`config.mk`:
```
export PLATFORM = sky130hd
export DESIGN_NAME = pcie_ext_cfg_aer_uncorrectable
export DESIGN_NICKNAME = d
export VERILOG_FILES = /design/src/design/pcie_ext_cfg_pkg.sv /design/src/design/aer_error_bit.sv /design/src/design/pcie_ext_cfg_aer_uncorrectable.sv
export VERILOG_INCLUDE_DIRS = /design/src /design/src/design
export SDC_FILE = /design/constraint.sdc
export NUM_CORES = 1
export LEC_CHECK = 0
export BUFFER_PORTS_ARGS = -buffer_cell sky130_fd_sc_hd__buf_4
export CAP_MARGIN = 30
export CORE_ASPECT_RATIO = 1.2
export CORE_MARGIN = 4
export CORE_UTILIZATION = 48
export CTS_CLUSTER_DIAMETER = 80
export DETAILED_ROUTE_END_ITERATION = 6
export HOLD_SLACK_MARGIN = 0.06
export PLACE_DENSITY = 0.88
export SLEW_MARGIN = 25
export SYNTH_ARGS = -nofsm -noshare
export SYNTH_HDL_FRONTEND = slang
export SYNTH_HIERARCHICAL = 1
export SYNTH_SLANG_ARGS = --single-unit
```
`constraint.sdc`:
```
create_clock -name clock -period 4.27 [get_ports clock]
set_input_delay 0 -clock clock [delete_from_list [all_inputs] [get_ports clock]]
set_output_delay 0 -clock clock [all_outputs]
set_load 0.01 [all_outputs]
```
`src/design/pcie_ext_cfg_map.svh`:
```
/*
   Offsets, field positions and reset values of the extended configuration
   space and its error-reporting structure. Included by bare name.
*/
`ifndef PCIE_EXT_CFG_MAP_SVH
`define PCIE_EXT_CFG_MAP_SVH

// ----------------------------------------
// Configuration address fields
// ----------------------------------------
`define CFG_BUS_MSB 27
`define CFG_BUS_LSB 20
`define CFG_DEV_MSB 19
`define CFG_DEV_LSB 15
`define CFG_FN_MSB 14
`define CFG_FN_LSB 12
`define CFG_REG_MSB 11
`define CFG_REG_LSB 2

// ----------------------------------------
// Capability chain offsets
// ----------------------------------------
`define AER_HDR_OFF 12'h100
`define AER_STATUS_OFF 12'h104
`define AER_MASK_OFF 12'h108
`define AER_SEV_OFF 12'h10C
`define AER_CSTAT_OFF 12'h110
`define AER_CMASK_OFF 12'h114
`define AER_CAPCTL_OFF 12'h118
`define AER_HLOG_FIRST 12'h11C
`define AER_HLOG_LAST 12'h128
`define SERIAL_CAP_OFF 12'h140
`define HINTS_CAP_OFF 12'h1A0
`define LATENCY_CAP_OFF 12'h1C0
`define CHAIN_END_PTR 12'h000

// ----------------------------------------
// Header dword fields and reset values
// ----------------------------------------
`define HDR_ID_LSB 0
`define HDR_VER_LSB 16
`define HDR_NEXT_LSB 20
`define AER_CAP_ID 16'h0001
`define AER_VER_RST 4'h2
`define AER_UNC_IMPL 32'h001FF010
`define AER_SEV_RO 32'h00400021
`define AER_SEV_RST 32'h00062010
`define AER_FLAG_RST 32'h00000000
`define AER_MASK_RST 32'h00000000

`endif

```
`src/design/pcie_ext_cfg_pkg.sv`:
```
/*
   Types shared by the extended configuration register logic.
   Assumes the map header supplies all numeric constants.
*/
package pcie_ext_cfg_pkg;

   // Configuration request from the transaction layer
   typedef struct packed {
      logic valid;         // One-cycle request strobe
      logic write;         // 1 write, 0 read
      logic [31:0] addr;   // Configuration address
      logic [31:0] data;   // Write data
      logic [3:0] byteEn;  // Byte enables
   } cfg_req_type;

   // Completion back to the transaction layer
   typedef struct packed {
      logic valid;         // One-cycle completion strobe
      logic [31:0] data;   // Read data, zero for writes
   } cfg_rsp_type;

   // Own routing identity
   typedef struct packed {
      logic [7:0] bus;
      logic [4:0] dev;
      logic [2:0] fn;
   } cfg_id_type;

   // Values delivered by the on-chip non-volatile loader
   typedef struct packed {
      logic load;          // One-cycle strobe, values valid
      logic [3:0] aerVersion;
      logic serialEn;
      logic hintsEn;
      logic latencyEn;
   } nvm_cfg_type;

   // Error message requests toward the host bridge
   typedef struct packed {
      logic fatal;
      logic nonFatal;
   } err_msg_type;

endpackage

```
`src/design/aer_error_bit.sv`:
```
/*
   One implemented uncorrectable error type: its sticky status flag, its
   sticky mask bit and its sticky severity bit.
   Assumes rst_n is the fundamental reset only, synchronised by the parent.
*/
`timescale 1ns/10ps
`default_nettype none

module aer_error_bit #(
   parameter logic SEV_RESET = 1'b0  // Severity after fundamental reset
) (
   input wire logic clock,       // 50 MHz clock
   input wire logic rst_n,       // Fundamental reset, active low
   input wire logic errEvent,    // Error seen this cycle
   input wire logic clearStrobe, // Software writes 1 to the flag
   input wire logic maskWe,      // Mask byte written
   input wire logic sevWe,       // Severity byte written
   input wire logic wrBit,       // Write data bit
   output logic statusBit,       // Sticky flag
   output logic maskBit,         // Sticky mask
   output logic sevBit           // Sticky severity
);

   // ----------------------------------------
   // Next values
   // ----------------------------------------
   logic status_reg;
   logic mask_reg;
   logic sev_reg;
   logic status_next;
   logic mask_next;
   logic sev_next;

   // A new error outweighs a clear in the same cycle
   assign status_next = errEvent | (status_reg & ~clearStrobe);
   assign mask_next = maskWe ? wrBit : mask_reg;
   assign sev_next = sevWe ? wrBit : sev_reg;

   // ----------------------------------------
   // Sticky storage
   // ----------------------------------------
   // Only a fundamental reset reaches these flops, so hot reset keeps them
   always_ff @(posedge clock or negedge rst_n)
   begin
      if (!rst_n)
      begin
         status_reg <= 1'b0;
         mask_reg <= 1'b0;
         sev_reg <= SEV_RESET;
      end
      else
      begin
         status_reg <= status_next;
         mask_reg <= mask_next;
         sev_reg <= sev_next;
      end
   end

   assign statusBit = status_reg;
   assign maskBit = mask_reg;
   assign sevBit = sev_reg;

endmodule

`default_nettype wire

```
`src/design/pcie_ext_cfg_aer_uncorrectable.sv`:
```
/*
   Extended configuration space decode, capability chain and the
   uncorrectable error status, mask and severity registers.
   Assumes requests arrive as one-cycle strobes synchronous to clock, and
   that errEvent bits are one-cycle pulses from the transaction layer.
*/
`timescale 1ns/10ps
`default_nettype none
`include "pcie_ext_cfg_map.svh"

module pcie_ext_cfg_aer_uncorrectable
   import pcie_ext_cfg_pkg::*;
#(
   parameter int ERR_W = 32  // Width of the error registers
) (
   input wire logic clock,               // 50 MHz clock
   input wire logic arst_n,              // Fundamental reset, async
   input wire logic hotRst_n,            // Non-fundamental reset, sync
   input wire cfg_req_type cfgReq,       // Configuration request
   input wire cfg_id_type ownId,         // Own bus, device, function
   input wire logic [ERR_W-1:0] errEvent, // Error pulses by bit
   input wire nvm_cfg_type nvmCfg,       // Non-volatile settings
   output cfg_rsp_type cfgRsp,           // Completion
   output err_msg_type errMsg,           // Error message requests
   output logic [11:0] serialNextPtr,    // Next pointer for 0x140
   output logic [11:0] hintsNextPtr      // Next pointer for 0x1A0
);

   // ----------------------------------------
   // Reset release
   // ----------------------------------------
   logic [1:0] rstSync_reg; // Release synchroniser
   logic rstN;              // Synchronised fundamental reset

   // Assert at once, release after two edges
   always_ff @(posedge clock or negedge arst_n)
   begin
      if (!arst_n)
         rstSync_reg <= 2'b00;
      else
         rstSync_reg <= {rstSync_reg[0], 1'b1};
   end

   assign rstN = rstSync_reg[1];

   // ----------------------------------------
   // Constants
   // ----------------------------------------
   localparam logic [ERR_W-1:0] IMPL = `AER_UNC_IMPL; // Implemented errors
   localparam logic [ERR_W-1:0] SEV_RO = `AER_SEV_RO; // Fixed severity
   localparam logic [ERR_W-1:0] SEV_RST = `AER_SEV_RST; // Severity reset

   // ----------------------------------------
   // Address decode
   // ----------------------------------------
   wire [11:0] regOff;      // Byte offset in the 4 KB space
   wire idHit;              // Request routed to this function
   wire reqHit;             // Accepted request
   wire wrAcc;              // Accepted write
   wire selHdr;             // Header dword
   wire selStatus;          // Uncorrectable flags
   wire selMask;            // Uncorrectable mask
   wire selSev;             // Uncorrectable severity
   wire [31:0] beMask;      // Byte enables spread to bits

   // Bits 11:8 extend the legacy 256-byte offset; 31:28 are never read
   assign regOff = {cfgReq.addr[`CFG_REG_MSB:`CFG_REG_LSB], 2'b00};
   assign idHit = (cfgReq.addr[`CFG_BUS_MSB:`CFG_BUS_LSB] == ownId.bus)
      && (cfgReq.addr[`CFG_DEV_MSB:`CFG_DEV_LSB] == ownId.dev)
      && (cfgReq.addr[`CFG_FN_MSB:`CFG_FN_LSB] == ownId.fn);
   // Requests are dropped while a hot reset holds the link
   assign reqHit = cfgReq.valid && idHit && hotRst_n;
   assign wrAcc = reqHit && cfgReq.write;
   assign selHdr = (regOff == `AER_HDR_OFF);
   assign selStatus = (regOff == `AER_STATUS_OFF);
   assign selMask = (regOff == `AER_MASK_OFF);
   assign selSev = (regOff == `AER_SEV_OFF);
   assign beMask = {{8{cfgReq.byteEn[3]}}, {8{cfgReq.byteEn[2]}},
      {8{cfgReq.byteEn[1]}}, {8{cfgReq.byteEn[0]}}};

   // ----------------------------------------
   // Write strobes per bit
   // ----------------------------------------
   wire [ERR_W-1:0] flagClr; // Write-one-to-clear strobes
   wire [ERR_W-1:0] maskWe;  // Mask bit write enables
   wire [ERR_W-1:0] sevWe;   // Severity bit write enables

   assign flagClr = (wrAcc && selStatus) ? (cfgReq.data & beMask) : '0;
   assign maskWe = (wrAcc && selMask) ? beMask : '0;
   assign sevWe = (wrAcc && selSev) ? beMask : '0;

   // ----------------------------------------
   // Error bits
   // ----------------------------------------
   logic [ERR_W-1:0] statusVec; // Uncorrectable flags
   logic [ERR_W-1:0] maskVec;   // Uncorrectable mask
   logic [ERR_W-1:0] sevVec;    // Uncorrectable severity

   for (genvar i = 0; i < ERR_W; i++)
   begin : gBit
      if (IMPL[i])
      begin : gImpl
         // Implemented type: sticky flag, mask and severity
         aer_error_bit #(
            .SEV_RESET(SEV_RST[i])
         ) uBit (
            .clock(clock),
            .rst_n(rstN),
            .errEvent(errEvent[i]),
            .clearStrobe(flagClr[i]),
            .maskWe(maskWe[i]),
            .sevWe(sevWe[i]),
            .wrBit(cfgReq.data[i]),
            .statusBit(statusVec[i]),
            .maskBit(maskVec[i]),
            .sevBit(sevVec[i])
         );
      end
      else
      begin : gFixed
         // Unsupported or reserved: flag and mask read zero, severity reads its fixed SEV_RO bit, writes fall away
         assign statusVec[i] = 1'b0;
         assign maskVec[i] = 1'b0;
         assign sevVec[i] = SEV_RO[i];
      end
   end

   // ----------------------------------------
   // Non-volatile capability settings
   // ----------------------------------------
   logic [3:0] aerVer_reg;  // Capability version
   logic serialEn_reg;      // Serial identifier present
   logic hintsEn_reg;       // Processing hints present
   logic latencyEn_reg;     // Latency reporting present

   // Caught from the loader strobe after release, not at reset
   always_ff @(posedge clock or negedge rstN)
   begin
      if (!rstN)
      begin
         aerVer_reg <= `AER_VER_RST;
         serialEn_reg <= 1'b1;
         hintsEn_reg <= 1'b1;
         latencyEn_reg <= 1'b1;
      end
      else if (nvmCfg.load)
      begin
         aerVer_reg <= nvmCfg.aerVersion;
         serialEn_reg <= nvmCfg.serialEn;
         hintsEn_reg <= nvmCfg.hintsEn;
         latencyEn_reg <= nvmCfg.latencyEn;
      end
   end

   // ----------------------------------------
   // Capability chain
   // ----------------------------------------
   wire [11:0] hintsNext;   // Behind processing hints
   wire [11:0] serialNext;  // Behind serial identifier
   wire [11:0] aerNext;     // Behind error reporting
   wire [31:0] hdrWord;     // Header dword image

   // Each pointer skips to the next capability still present
   assign hintsNext = latencyEn_reg ? `LATENCY_CAP_OFF : `CHAIN_END_PTR;
   assign serialNext = hintsEn_reg ? `HINTS_CAP_OFF : hintsNext;
   assign aerNext = serialEn_reg ? `SERIAL_CAP_OFF : serialNext;
   assign hdrWord = (32'(aerNext) << `HDR_NEXT_LSB)
      | (32'(aerVer_reg) << `HDR_VER_LSB)
      | (32'(`AER_CAP_ID) << `HDR_ID_LSB);

   logic [11:0] serialNext_reg; // Pointer for the serial block
   logic [11:0] hintsNext_reg;  // Pointer for the hints block

   // Registered so the neighbouring blocks see clean values
   always_ff @(posedge clock or negedge rstN)
   begin
      if (!rstN)
      begin
         serialNext_reg <= `HINTS_CAP_OFF;
         hintsNext_reg <= `LATENCY_CAP_OFF;
      end
      else
      begin
         serialNext_reg <= serialNext;
         hintsNext_reg <= hintsNext;
      end
   end

   assign serialNextPtr = serialNext_reg;
   assign hintsNextPtr = hintsNext_reg;

   // ----------------------------------------
   // Read path
   // ----------------------------------------
   wire [31:0] rdMux; // Selected read data
   // Other offsets of the 4 KB space read zero here
   assign rdMux = selHdr ? hdrWord
      : selStatus ? 32'(statusVec)
      : selMask ? 32'(maskVec)
      : selSev ? 32'(sevVec)
      : 32'h00000000;

   cfg_rsp_type rsp_reg;  // Completion register
   cfg_rsp_type rsp_next; // Its next value

   assign rsp_next.valid = reqHit;
   assign rsp_next.data = (reqHit && !cfgReq.write) ? rdMux : 32'h00000000;

   // Non-sticky: hot reset clears it as well
   always_ff @(posedge clock or negedge rstN)
   begin
      if (!rstN)
         rsp_reg <= '0;
      else if (!hotRst_n)
         rsp_reg <= '0;
      else
         rsp_reg <= rsp_next;
   end

   assign cfgRsp = rsp_reg;

   // ----------------------------------------
   // Error messages
   // ----------------------------------------
   wire [ERR_W-1:0] reportable; // Unmasked implemented errors
   err_msg_type msg_reg;        // Message request register
   err_msg_type msg_next;       // Its next value

   // The mask gates only the message; the flag is set regardless
   assign reportable = errEvent & IMPL & ~maskVec;
   assign msg_next.fatal = |(reportable & sevVec);
   assign msg_next.nonFatal = |(reportable & ~sevVec);

   always_ff @(posedge clock or negedge rstN)
   begin
      if (!rstN)
         msg_reg <= '0;
      else if (!hotRst_n)
         msg_reg <= '0;
      else
         msg_reg <= msg_next;
   end

   assign errMsg = msg_reg;
endmodule

`default_nettype wire

```
### Word-level counts from Yosys, hierarchy flattened

Index checks and enable logic that the tools add are counted.

| operators by class | value |
|---|---|
| multiply operators | 0 |
| mux-type cells | 13 |
| shifts and indexed selects | 0 |
| divide/modulo/power cells | 0 |
| reductions and logical operators | 12 |
| bitwise logic cells | 37 |
| magnitude comparators | 0 |
| equality and inequality tests | 7 |
| add/sub/neg operators | 0 |

Operators by type and width:

| operator | count |
|---|---|
| two-way mux 23 bit | 3 |
| OR reduction 32 bit | 2 |
| two-way mux 21 bit | 3 |
| two-way mux 29 bit | 2 |
| == test 10 x 7 -> 1 bit (second input constant) | 4 |
| two-way mux 33 bit | 1 |
| AND 21 x 32 -> 32 bit | 1 |
| AND 32 x 23 -> 32 bit | 1 |
| AND 32 bit | 1 |
| NOT 21 -> 32 bit | 1 |
| NOT 23 -> 32 bit | 1 |
| bitwise OR 29 x 20 -> 29 bit | 1 |
| two-way mux 9 bit | 3 |
| AND 21 bit | 1 |
| AND 1 bit | 10 |
| NOT 1 bit | 10 |
| bitwise OR 1 bit | 10 |
| logical AND 1 bit | 9 |
| == test 8 bit | 1 |
| == test 5 bit | 1 |
| == test 3 bit | 1 |
| two-way mux 2 bit | 1 |
| zero test 1 bit | 1 |

| storage, ports and cells | value |
|---|---|
| memory bits (read-only) | 0 |
| register bits | 92 |
| bits in writable memories | 0 |
| input port bits | 129 |
| memories | 0 |
| output and inout bits | 59 |
| word-level logic and storage cells | 110 |
| bits in latches | 0 |

### Depth between registers and ports, before layout

Gate-level depths: netlist of the first run.

| logic depth | value |
|---|---|
| depth after elaboration | 11 |
| depth in mapped cells | 7 |
| mapped depth without buffers | 6 |

### Hierarchy

The synthesis of the first run kept the hierarchy.

Modules (own cells, without submodules):

| module | area each (sq um) | seq. area each (sq um) | cells an instance | times used |
|---|---|---|---|---|
| pcie_ext_cfg_aer_uncorrectable | 2232.1 | 809.5 | 239 | 1 |
| aer_error_bit (gBit[12].gImpl.uBit ...) | 112.6 | 75.1 | 7 | 6 |
| aer_error_bit (gBit[13].gImpl.uBit ...) | 113.9 | 76.3 | 7 | 4 |

### Worst setup path after synthesis of the first run

No wires, ideal clock.

| timing | value |
|---|---|
| kind | input -> register |
| start point | input cfgReq[45] (netlist name) |
| end point | register gBit[16].gImpl.uBit.mask_reg |
| data required time | 4.145 ns |
| library setup time | 0.125 ns |
| arrival | 2.018 ns |
| setup slack | 2.127 ns |
| cell stages on the path | 5 |
| path through | or4b_2 nor2_4 nand4_1 nor3_1 mux2_4 |

| on the way | value |
|---|---|
| longest elaborated chain between the ends | 3 |

Ends and longest elaborated chain:

| what | line | text |
|---|---|---|
| start, declared | pcie_ext_cfg_aer_uncorrectable.sv:19 | `input wire cfg_req_type cfgReq,` |
| == test 10 x 7 -> 1 bit (no line) | -- |  |
| logical AND 1 bit | pcie_ext_cfg_aer_uncorrectable.sv:89 | `assign maskWe = (wrAcc && selMask) ? beMask : '0;` |
| two-way mux 21 bit | pcie_ext_cfg_aer_uncorrectable.sv:89 |  |
| via maskWe[16] | pcie_ext_cfg_aer_uncorrectable.sv:85 | `wire [ERR_W-1:0] maskWe;` |
| end signal, assigned | aer_error_bit.sv:54 | `mask_reg <= mask_next;` |
| end, declared | aer_error_bit.sv:28 | `logic mask_reg;` |

The timed path passes the listed nets, and every way through them passes these cells.
A chain may end at the register's enable or synchronous reset.

### Final worst setup path of the first run

| timing | value |
|---|---|
| start point | input hotRst_n |
| end point | register gBit[16].gImpl.uBit.sev_reg |

| on the way | value |
|---|---|
| longest elaborated chain between the ends | 4 |

Ends and longest elaborated chain:

| what | line | text |
|---|---|---|
| start, declared | pcie_ext_cfg_aer_uncorrectable.sv:18 | `input wire logic hotRst_n,` |
| logical AND 1 bit | pcie_ext_cfg_aer_uncorrectable.sv:72 | `assign reqHit = cfgReq.valid && idHit && hotRst_n;` |
| logical AND 1 bit | pcie_ext_cfg_aer_uncorrectable.sv:73 | `assign wrAcc = reqHit && cfgReq.write;` |
| logical AND 1 bit | pcie_ext_cfg_aer_uncorrectable.sv:90 | `assign sevWe = (wrAcc && selSev) ? beMask : '0;` |
| two-way mux 21 bit | pcie_ext_cfg_aer_uncorrectable.sv:90 |  |
| via sevWe[16] | pcie_ext_cfg_aer_uncorrectable.sv:86 | `wire [ERR_W-1:0] sevWe;` |
| end signal, assigned | aer_error_bit.sv:55 | `sev_reg <= sev_next;` |
| end, declared | aer_error_bit.sv:29 | `logic sev_reg;` |

The timed path passes the listed nets, and every way through them passes these cells.

==> impl_metrics.py, run 1 <==
metrics = {
    "global_routing": {
        "grt_max_degree": 61,
        "grt_pass1_vias": 2979,
        "overflow": 0,
        "grt_first_pass_wirelength_mm": 14.8,
        "grt_usage_pct": 22.6,
        "antenna_found_initial": 0,
    },
    "synthesis": {
        "synth_compound_area_share_pct": 6.18,
        "synth_edf_count": 0,
        "synthTopCellsByArea": "dfrtp_1, dfstp_2, buf_4",
        "yosysWarnings": 6,
        "ys.flop_type": "dfrtp_1",
        "synth_area_um2": 3360,
        "synthSimpleGateAreaFrac_pct": 18.1,
        "synthXorXnorAreaFrac_pct": 3.39,
        "ys_ff_latch": 62,
        "synth_top_area_cell": "dfrtp_1",
        "synth.top_cells.by_count": "dfrtp_1, buf_4, nor3_1",
        "synth_top_family_by_area": "simple AND/OR/NAND/NOR gates",
        "synthCells": 309,
        "avgSynthCellArea_um2": 10.9,
        "synth_adder_area_share_pct": 0,
        "synth_mux_area_share_pct": 13.7,
        "async_reset_ff_share_pct": 100,
        "synth.top_cell.area_share_pct": 37.9,
        "ys_seq_area_share_pct": 46.5,
        "synth.most_common_cell": "dfrtp_1",
        "synth_cell_types": 37,
    },
    "final_layout": {
        "fillers": 477,
        "largest_reg_flops": 17,
        "nets": 589,
        "drive_above_1_share_pct": 35.5,
        "syn2layout_area_growth_pct": 41.1,
        "antenna_cells": 0,
    },
    "drt": {
        "drc_errors": 0,
        "avgViaCountPerCell": 5.30,
        "antenna_left": 0,
        "routed_wl_mm": 9.32,
        "num_vias": 2925,
        "drt-pass1-iter-count": 5,
        "first_iter_violations": 321,
        "post_drt_wl_per_cell_um": 16.9,
    },
    "clock_network": {
        "clock_latency_ns": 0.34,
        "htreeDepth": 3,
        "hold_buffers": 48,
        "cts_buffer_depth": 2,
        "cts_resized": 0,
        "clkSinkCount": 62,
        "postCtsSetupRepairBufs": 0,
        "ctsRootBufferMaster": "clkbuf_8",
        "cts-buffers-inserted": 9,
        "clk_pin_slew_ns": 0.06,
        "cts_tree": "built",
    },
    "power_and_ir_drop": {
        "ir_worst_vdd_mv": 0.143,
        "p_leak_nw": 2.20,
        "total_power_mw": 1.28,
        "power_density_nw_per_um2": 269,
    },
    "setup_path": {
        "cp_cell_sequence": "dlygate4sd3_1, buf_4, nand2_1, a2111oi_0, nand4_1, buf_4, nor3_1, mux2_1",
        "worst-path-buf-inv": 3,
        "critPathLaunchType": "input pin",
        "worstSetupPathType": "input pin to flop",
        "endpoint_kind": "flop",
        "crit_start": "hotRst_n",
        "rrSetupSlack_ns": 2.94,
        "worstRegToRegCells": 2,
        "reg2reg_from": "aerVer_reg[2]",
        "worstPathArrival_ns": 2.72,
        "cpMostUsedCell": "buf_4",
        "slowest_stage": "nor3_1",
        "critPathRequiredTime_ns": 4.49,
        "crit_fanout": 33,
        "critPathTopFamily": "simple AND/OR/NAND/NOR gates",
        "cp_slowest_stage_delay_ns": 0.79,
        "r2r-end": "aerVer_reg[2]",
    },
    "sta": {
        "timing.hold.ws_ns": 0.115,
        "period_needed_ns": 2.50,
        "setup_violations": 0,
        "relSlewSlack_pct": 38.4,
        "fmaxAchievable_ghz": 0.399,
        "tightest_slew_ns": 0.917,
        "fin_skew_ns": 0.00849,
        "setup_ws_ns": 1.77,
        "hold_viol": 0,
        "setup_tns_ns": 0,
        "slew_viol_final": 0,
        "rsz0062_at_grt": "no",
        "fin_crit_sh_pct": 58.6,
    },
    "die": {
        "rows": 33,
        "die_w_um": 84.4,
        "die_area_um2": 8420,
        "ios": 188,
        "core_area_um2": 6810,
        "die_y_um": 99.7,
        "initial_utilization_pct": 49.4,
    },
    "place": {
        "gp_congestion": 0.818,
        "portBuffers": 104,
        "hpwlAfterDp_mm": 6.30,
        "place_ws_ns": 1.60,
    },
    "worst_hold_path": {
        "hp-class": "input pin to flop",
        "min_to": "gBit[4].gImpl.uBit/statusBit",
        "hp-start": "cfgReq[0]",
        "min_path_cells": 5,
    },
    "outcome": {
        "status": "complete, no violations",
    },
    "run": {
        "cap_violations": 0,
    },
}
-- how the worst max path moves through the flow --
stage	to	slack, ns	depth (start not counted)
after floorplan	gBit[16].gImpl.uBit/maskBit	2.13	5
after global placement	gBit[16].gImpl.uBit/maskBit	1.63	5
after detailed placement	gBit[16].gImpl.uBit/maskBit	1.60	5
after CTS	gBit[19].gImpl.uBit/maskBit	1.68	8
after global routing	gBit[20].gImpl.uBit/sevBit	1.65	8
final	gBit[16].gImpl.uBit/sevBit	1.77	8
-- worst min-delay path: stages --
cell	delay, ns
buf_4	0.13
nand4_1	0.10
nor4_1	0.05
inv_1	0.04
a21o_1	0.11
-- layer usage --
metal  vias to the layer above  GRT usage [%]  routed length, um
li1                       1325              -                  -
met1                      1390           24.3               3220
met4                         0           10.5                297
met5                         -              0                  0
met2                       183           40.3               4820
met3                        27           6.96                983
-- kinds of logic (layout without fill, tap and decap cells) --
kind of cell           Yosys count  after routing
buffers and inverters           70            195
multiplexers                    37             37
flip-flops                      62             62
XOR/XNOR                        13             13
AO/OA/AOI/OAI                   27             27
AND/OR/NAND/NOR                 98             98
other                            2             33
-- report_power, final --
group,switching (mW),leakage [nW],total (mW),internal (mW)
Combinational,0.0930,1.35,0.205,0.112
Clock,0.220,0.0921,0.459,0.239
Sequential,0.00760,0.760,0.612,0.605
-- final cells by class --
class,count,area [um2],area share [%]
Inverter,24,90.1,1.90
Multi-Input combinational cell,208,1520,32.1
Sequential cell,62,1570,33.0
Tap cell,87,109,2.29
Timing Repair Buffer,155,1280,27.0
Clock buffer,12,155,3.27
Clock inverter,4,22.5,0.475
-- stage by stage --
step | util, % | area [um2] | std cells
CTS | 69.5 | 4740 | 551
floorplan | - | 3480 | 340
detailed placement | 59.9 | 4080 | 487
finish | 69.7 | 4750 | 552
global placement | 59.9 | 4080 | 487
global route | 69.7 | 4750 | 552
-- layout by cell type (no fill, tap or decap), drive strengths merged, types with 2 or more instances in the layout --
cell	netlist	final
a21o	10	10
xor2	13	13
nand3b	11	11
mux2	33	33
clkinv	0	3
nor4	7	7
nor2b	5	5
a2bb2oi	3	3
nand4	13	13
dlygate4sd3	0	48
conb	2	33
clkbuf	10	13
nor2	7	7
mux2i	3	3
nor3b	11	11
buf	36	106
dfstp	11	11
nand2	5	5
dfrtp	51	51
o21ai	2	2
inv	24	24
and3	2	2
or2	2	2
a22oi	6	6
nor3	30	30
o41ai	3	3
Power figures use the tool's default switching activity.
==> run 2: changes to the inputs <==
Settings changed: CORE_UTILIZATION 48 to 40, PLACE_DENSITY 0.88 to 0.78.
Clock period 4.27 ns to 2.05 ns, I/O delays scaled along.
==> run 2 against run 1 <==
- die area grew 18%
- worst hold slack got worse by 0.034 ns
- critical path depth did not move
- final cell count increased by 5.1%
- clock-buffer cell count decreased by 1
- critical endpoint is now gBit[16].gImpl.uBit/statusBit
==> impl_metrics.py, run 2 (synthesis results as in run 1) <==
metrics = {
    "global_routing": {
        "antenna_found_initial": 0,
        "overflow": 0,
        "grt_usage_pct": 18.5,
        "grt_first_pass_wirelength_mm": 14.3,
        "grt_pass1_vias": 2941,
        "grt_max_degree": 38,
    },
    "die": {
        "rows": 36,
        "die_w_um": 91.7,
        "core_area_um2": 8150,
        "initial_utilization_pct": 41.3,
        "die_y_um": 108,
        "die_area_um2": 9940,
        "ios": 188,
    },
    "place": {
        "gp_congestion": 0.867,
        "hpwlAfterDp_mm": 6.67,
        "dp_cells": 525,
        "place_ws_ns": -0.165,
        "portBuffers": 104,
    },
    "final_layout": {
        "multi_input_area_um2": 1520,
        "final_util_pct": 58.7,
        "final_common_cell": "buf_4",
        "antenna_cells": 0,
        "nets": 590,
        "fillers": 649,
        "syn2layout_area_growth_pct": 42.2,
        "drive_above_1_share_pct": 37.3,
        "final_cell_mix": "buf_4, dfrtp_1, dlygate4sd3_1",
        "layout.cells.non_filler": 580,
        "regArea_um2": 1570,
        "largest_reg_flops": 17,
    },
    "clock_network": {
        "clkSinkCount": 62,
        "htreeDepth": 3,
        "clock_latency_ns": 0.34,
        "hold_buffers": 39,
        "ctsRootBufferMaster": "clkbuf_8",
        "cts_tree": "built",
        "postCtsSetupRepairBufs": 0,
        "cts-buffers-inserted": 9,
        "cts_buffer_depth": 2,
        "clk_pin_slew_ns": 0.07,
        "cts_resized": 0,
    },
    "sta": {
        "slew_viol_final": 0,
        "setup_tns_ns": 0,
        "setup_ws_ns": 0.245,
        "relSlewSlack_pct": 60.3,
        "tightest_slew_ns": 0.581,
        "fin_skew_ns": 0.00826,
        "fin_crit_sh_pct": 88.1,
        "period_needed_ns": 1.81,
        "fmaxAchievable_ghz": 0.554,
        "rsz0062_at_grt": "no",
        "setup_violations": 0,
        "hold_viol": 0,
    },
    "setup_path": {
        "crit_fanout": 19,
        "worstPathArrival_ns": 2.04,
        "worstRegToRegCells": 2,
        "rrSetupSlack_ns": 0.71,
        "r2r-end": "aerVer_reg[2]",
        "reg2reg_from": "aerVer_reg[2]",
        "worstSetupPathType": "input pin to flop",
        "cp_cell_sequence": "dlygate4sd3_1, buf_4, nor2b_1, and3_1, nand4_1, nor3_1, inv_1, a21o_1",
        "critPathLaunchType": "input pin",
        "cp_slowest_stage_delay_ns": 0.53,
        "critPathRequiredTime_ns": 2.28,
        "slowest_stage": "dlygate4sd3_1",
        "endpoint_kind": "flop",
    },
    "drt": {
        "drt-pass1-iter-count": 4,
        "routed_wl_mm": 9.06,
        "antenna_left": 0,
        "num_vias": 2795,
        "drc_errors": 0,
        "first_iter_violations": 135,
        "avgViaCountPerCell": 4.82,
        "post_drt_wl_per_cell_um": 15.6,
    },
    "power_and_ir_drop": {
        "power.switching_mw": 0.668,
        "seq_power_share_pct": 47.2,
        "combPwrFrac_pct": 15.7,
        "total_power_mw": 2.72,
        "ir_worst_vdd_mv": 0.293,
        "p_leak_nw": 2.25,
        "power_density_nw_per_um2": 569,
        "clockPowerShare_pct": 37.1,
        "internal_power_mw": 2.05,
        "swShare_pct": 24.5,
    },
    "worst_hold_path": {
        "hp-start": "cfgReq[0]",
        "hp-class": "input pin to flop",
        "min_path_cells": 5,
        "min_to": "gBit[4].gImpl.uBit/statusBit",
    },
    "outcome": {
        "status": "complete, no violations",
    },
    "run": {
        "cap_violations": 0,
    },
}
==> run 2: changes by cell type in the layout (fill, tap and decap cells not counted), sizes merged <==
cell	previous run	this run
buf	106	117
clkbuf	13	11
dlygate4sd3	48	39
clkinv	3	4
clkinvlp	1	0
bufinv	0	1
==> run 2: critical path: cells and delay by family <==
family / cells / cell delay (ns)
AO/OA/AOI/OAI: 1 / 0.19
buffers and inverters: 3 / 0.83
AND/OR/NAND/NOR: 4 / 1.00
==> run 2: layout make-up <==
type,instances,share of cell area [%]
clock buffer,11,2.75
clock inverter,5,1.05
inverter,24,1.88
multi-input combinational,208,31.8
sequential,62,32.7
tap,114,2.98
timing repair buffer,156,26.8
==> run 2: worst max path at each step <==
stage	to	cells past startpoint	slack [ns]	start
2_1_floorplan	gBit[12].gImpl.uBit/maskBit	5	0.01	cfgReq[45]
3_3_place_gp	gBit[12].gImpl.uBit/maskBit	9	-0.15	cfgReq[56]
3_5_place_dp	gBit[19].gImpl.uBit/sevBit	9	-0.17	cfgReq[56]
4_1_cts	gBit[14].gImpl.uBit/sevBit	9	0.15	cfgReq[56]
5_1_grt	gBit[14].gImpl.uBit/sevBit	9	0.04	cfgReq[56]
6_report	gBit[16].gImpl.uBit/statusBit	8	0.24	cfgReq[38]
==> run 2: power by group through the flow <==
stage	Sequential, mW	Clock (mW)	Combinational [mW]
6_report	1.28	1.01	0.427
3_5_place_dp	1.31	0	0.355
5_1_grt	1.29	1.08	0.466
3_3_place_gp	1.31	0	0.346
4_1_cts	1.29	1.04	0.425
2_1_floorplan	1.31	0	0.198
==> run 2: layer usage <==
| layer | GRT usage (%) | part of all wire (%) | vias up |
|---|---|---|---|
| met5 | 0 | 0 | - |
| met4 | 7.43 | 1.9 | 0 |
| met2 | 33.1 | 52 | 127 |
| met1 | 20.2 | 37 | 1321 |
| li1 | - | - | 1330 |
| met3 | 6.19 | 9.5 | 17 |
==> run 2: through the flow <==
stage	cell area [um2]	hold slack [ns]
after floorplan	3480	-0.296
after global placement	4210	-0.217
after detailed placement	4210	-0.214
after CTS	4780	0.0630
after global routing	4780	0.0972
final	4780	0.0808
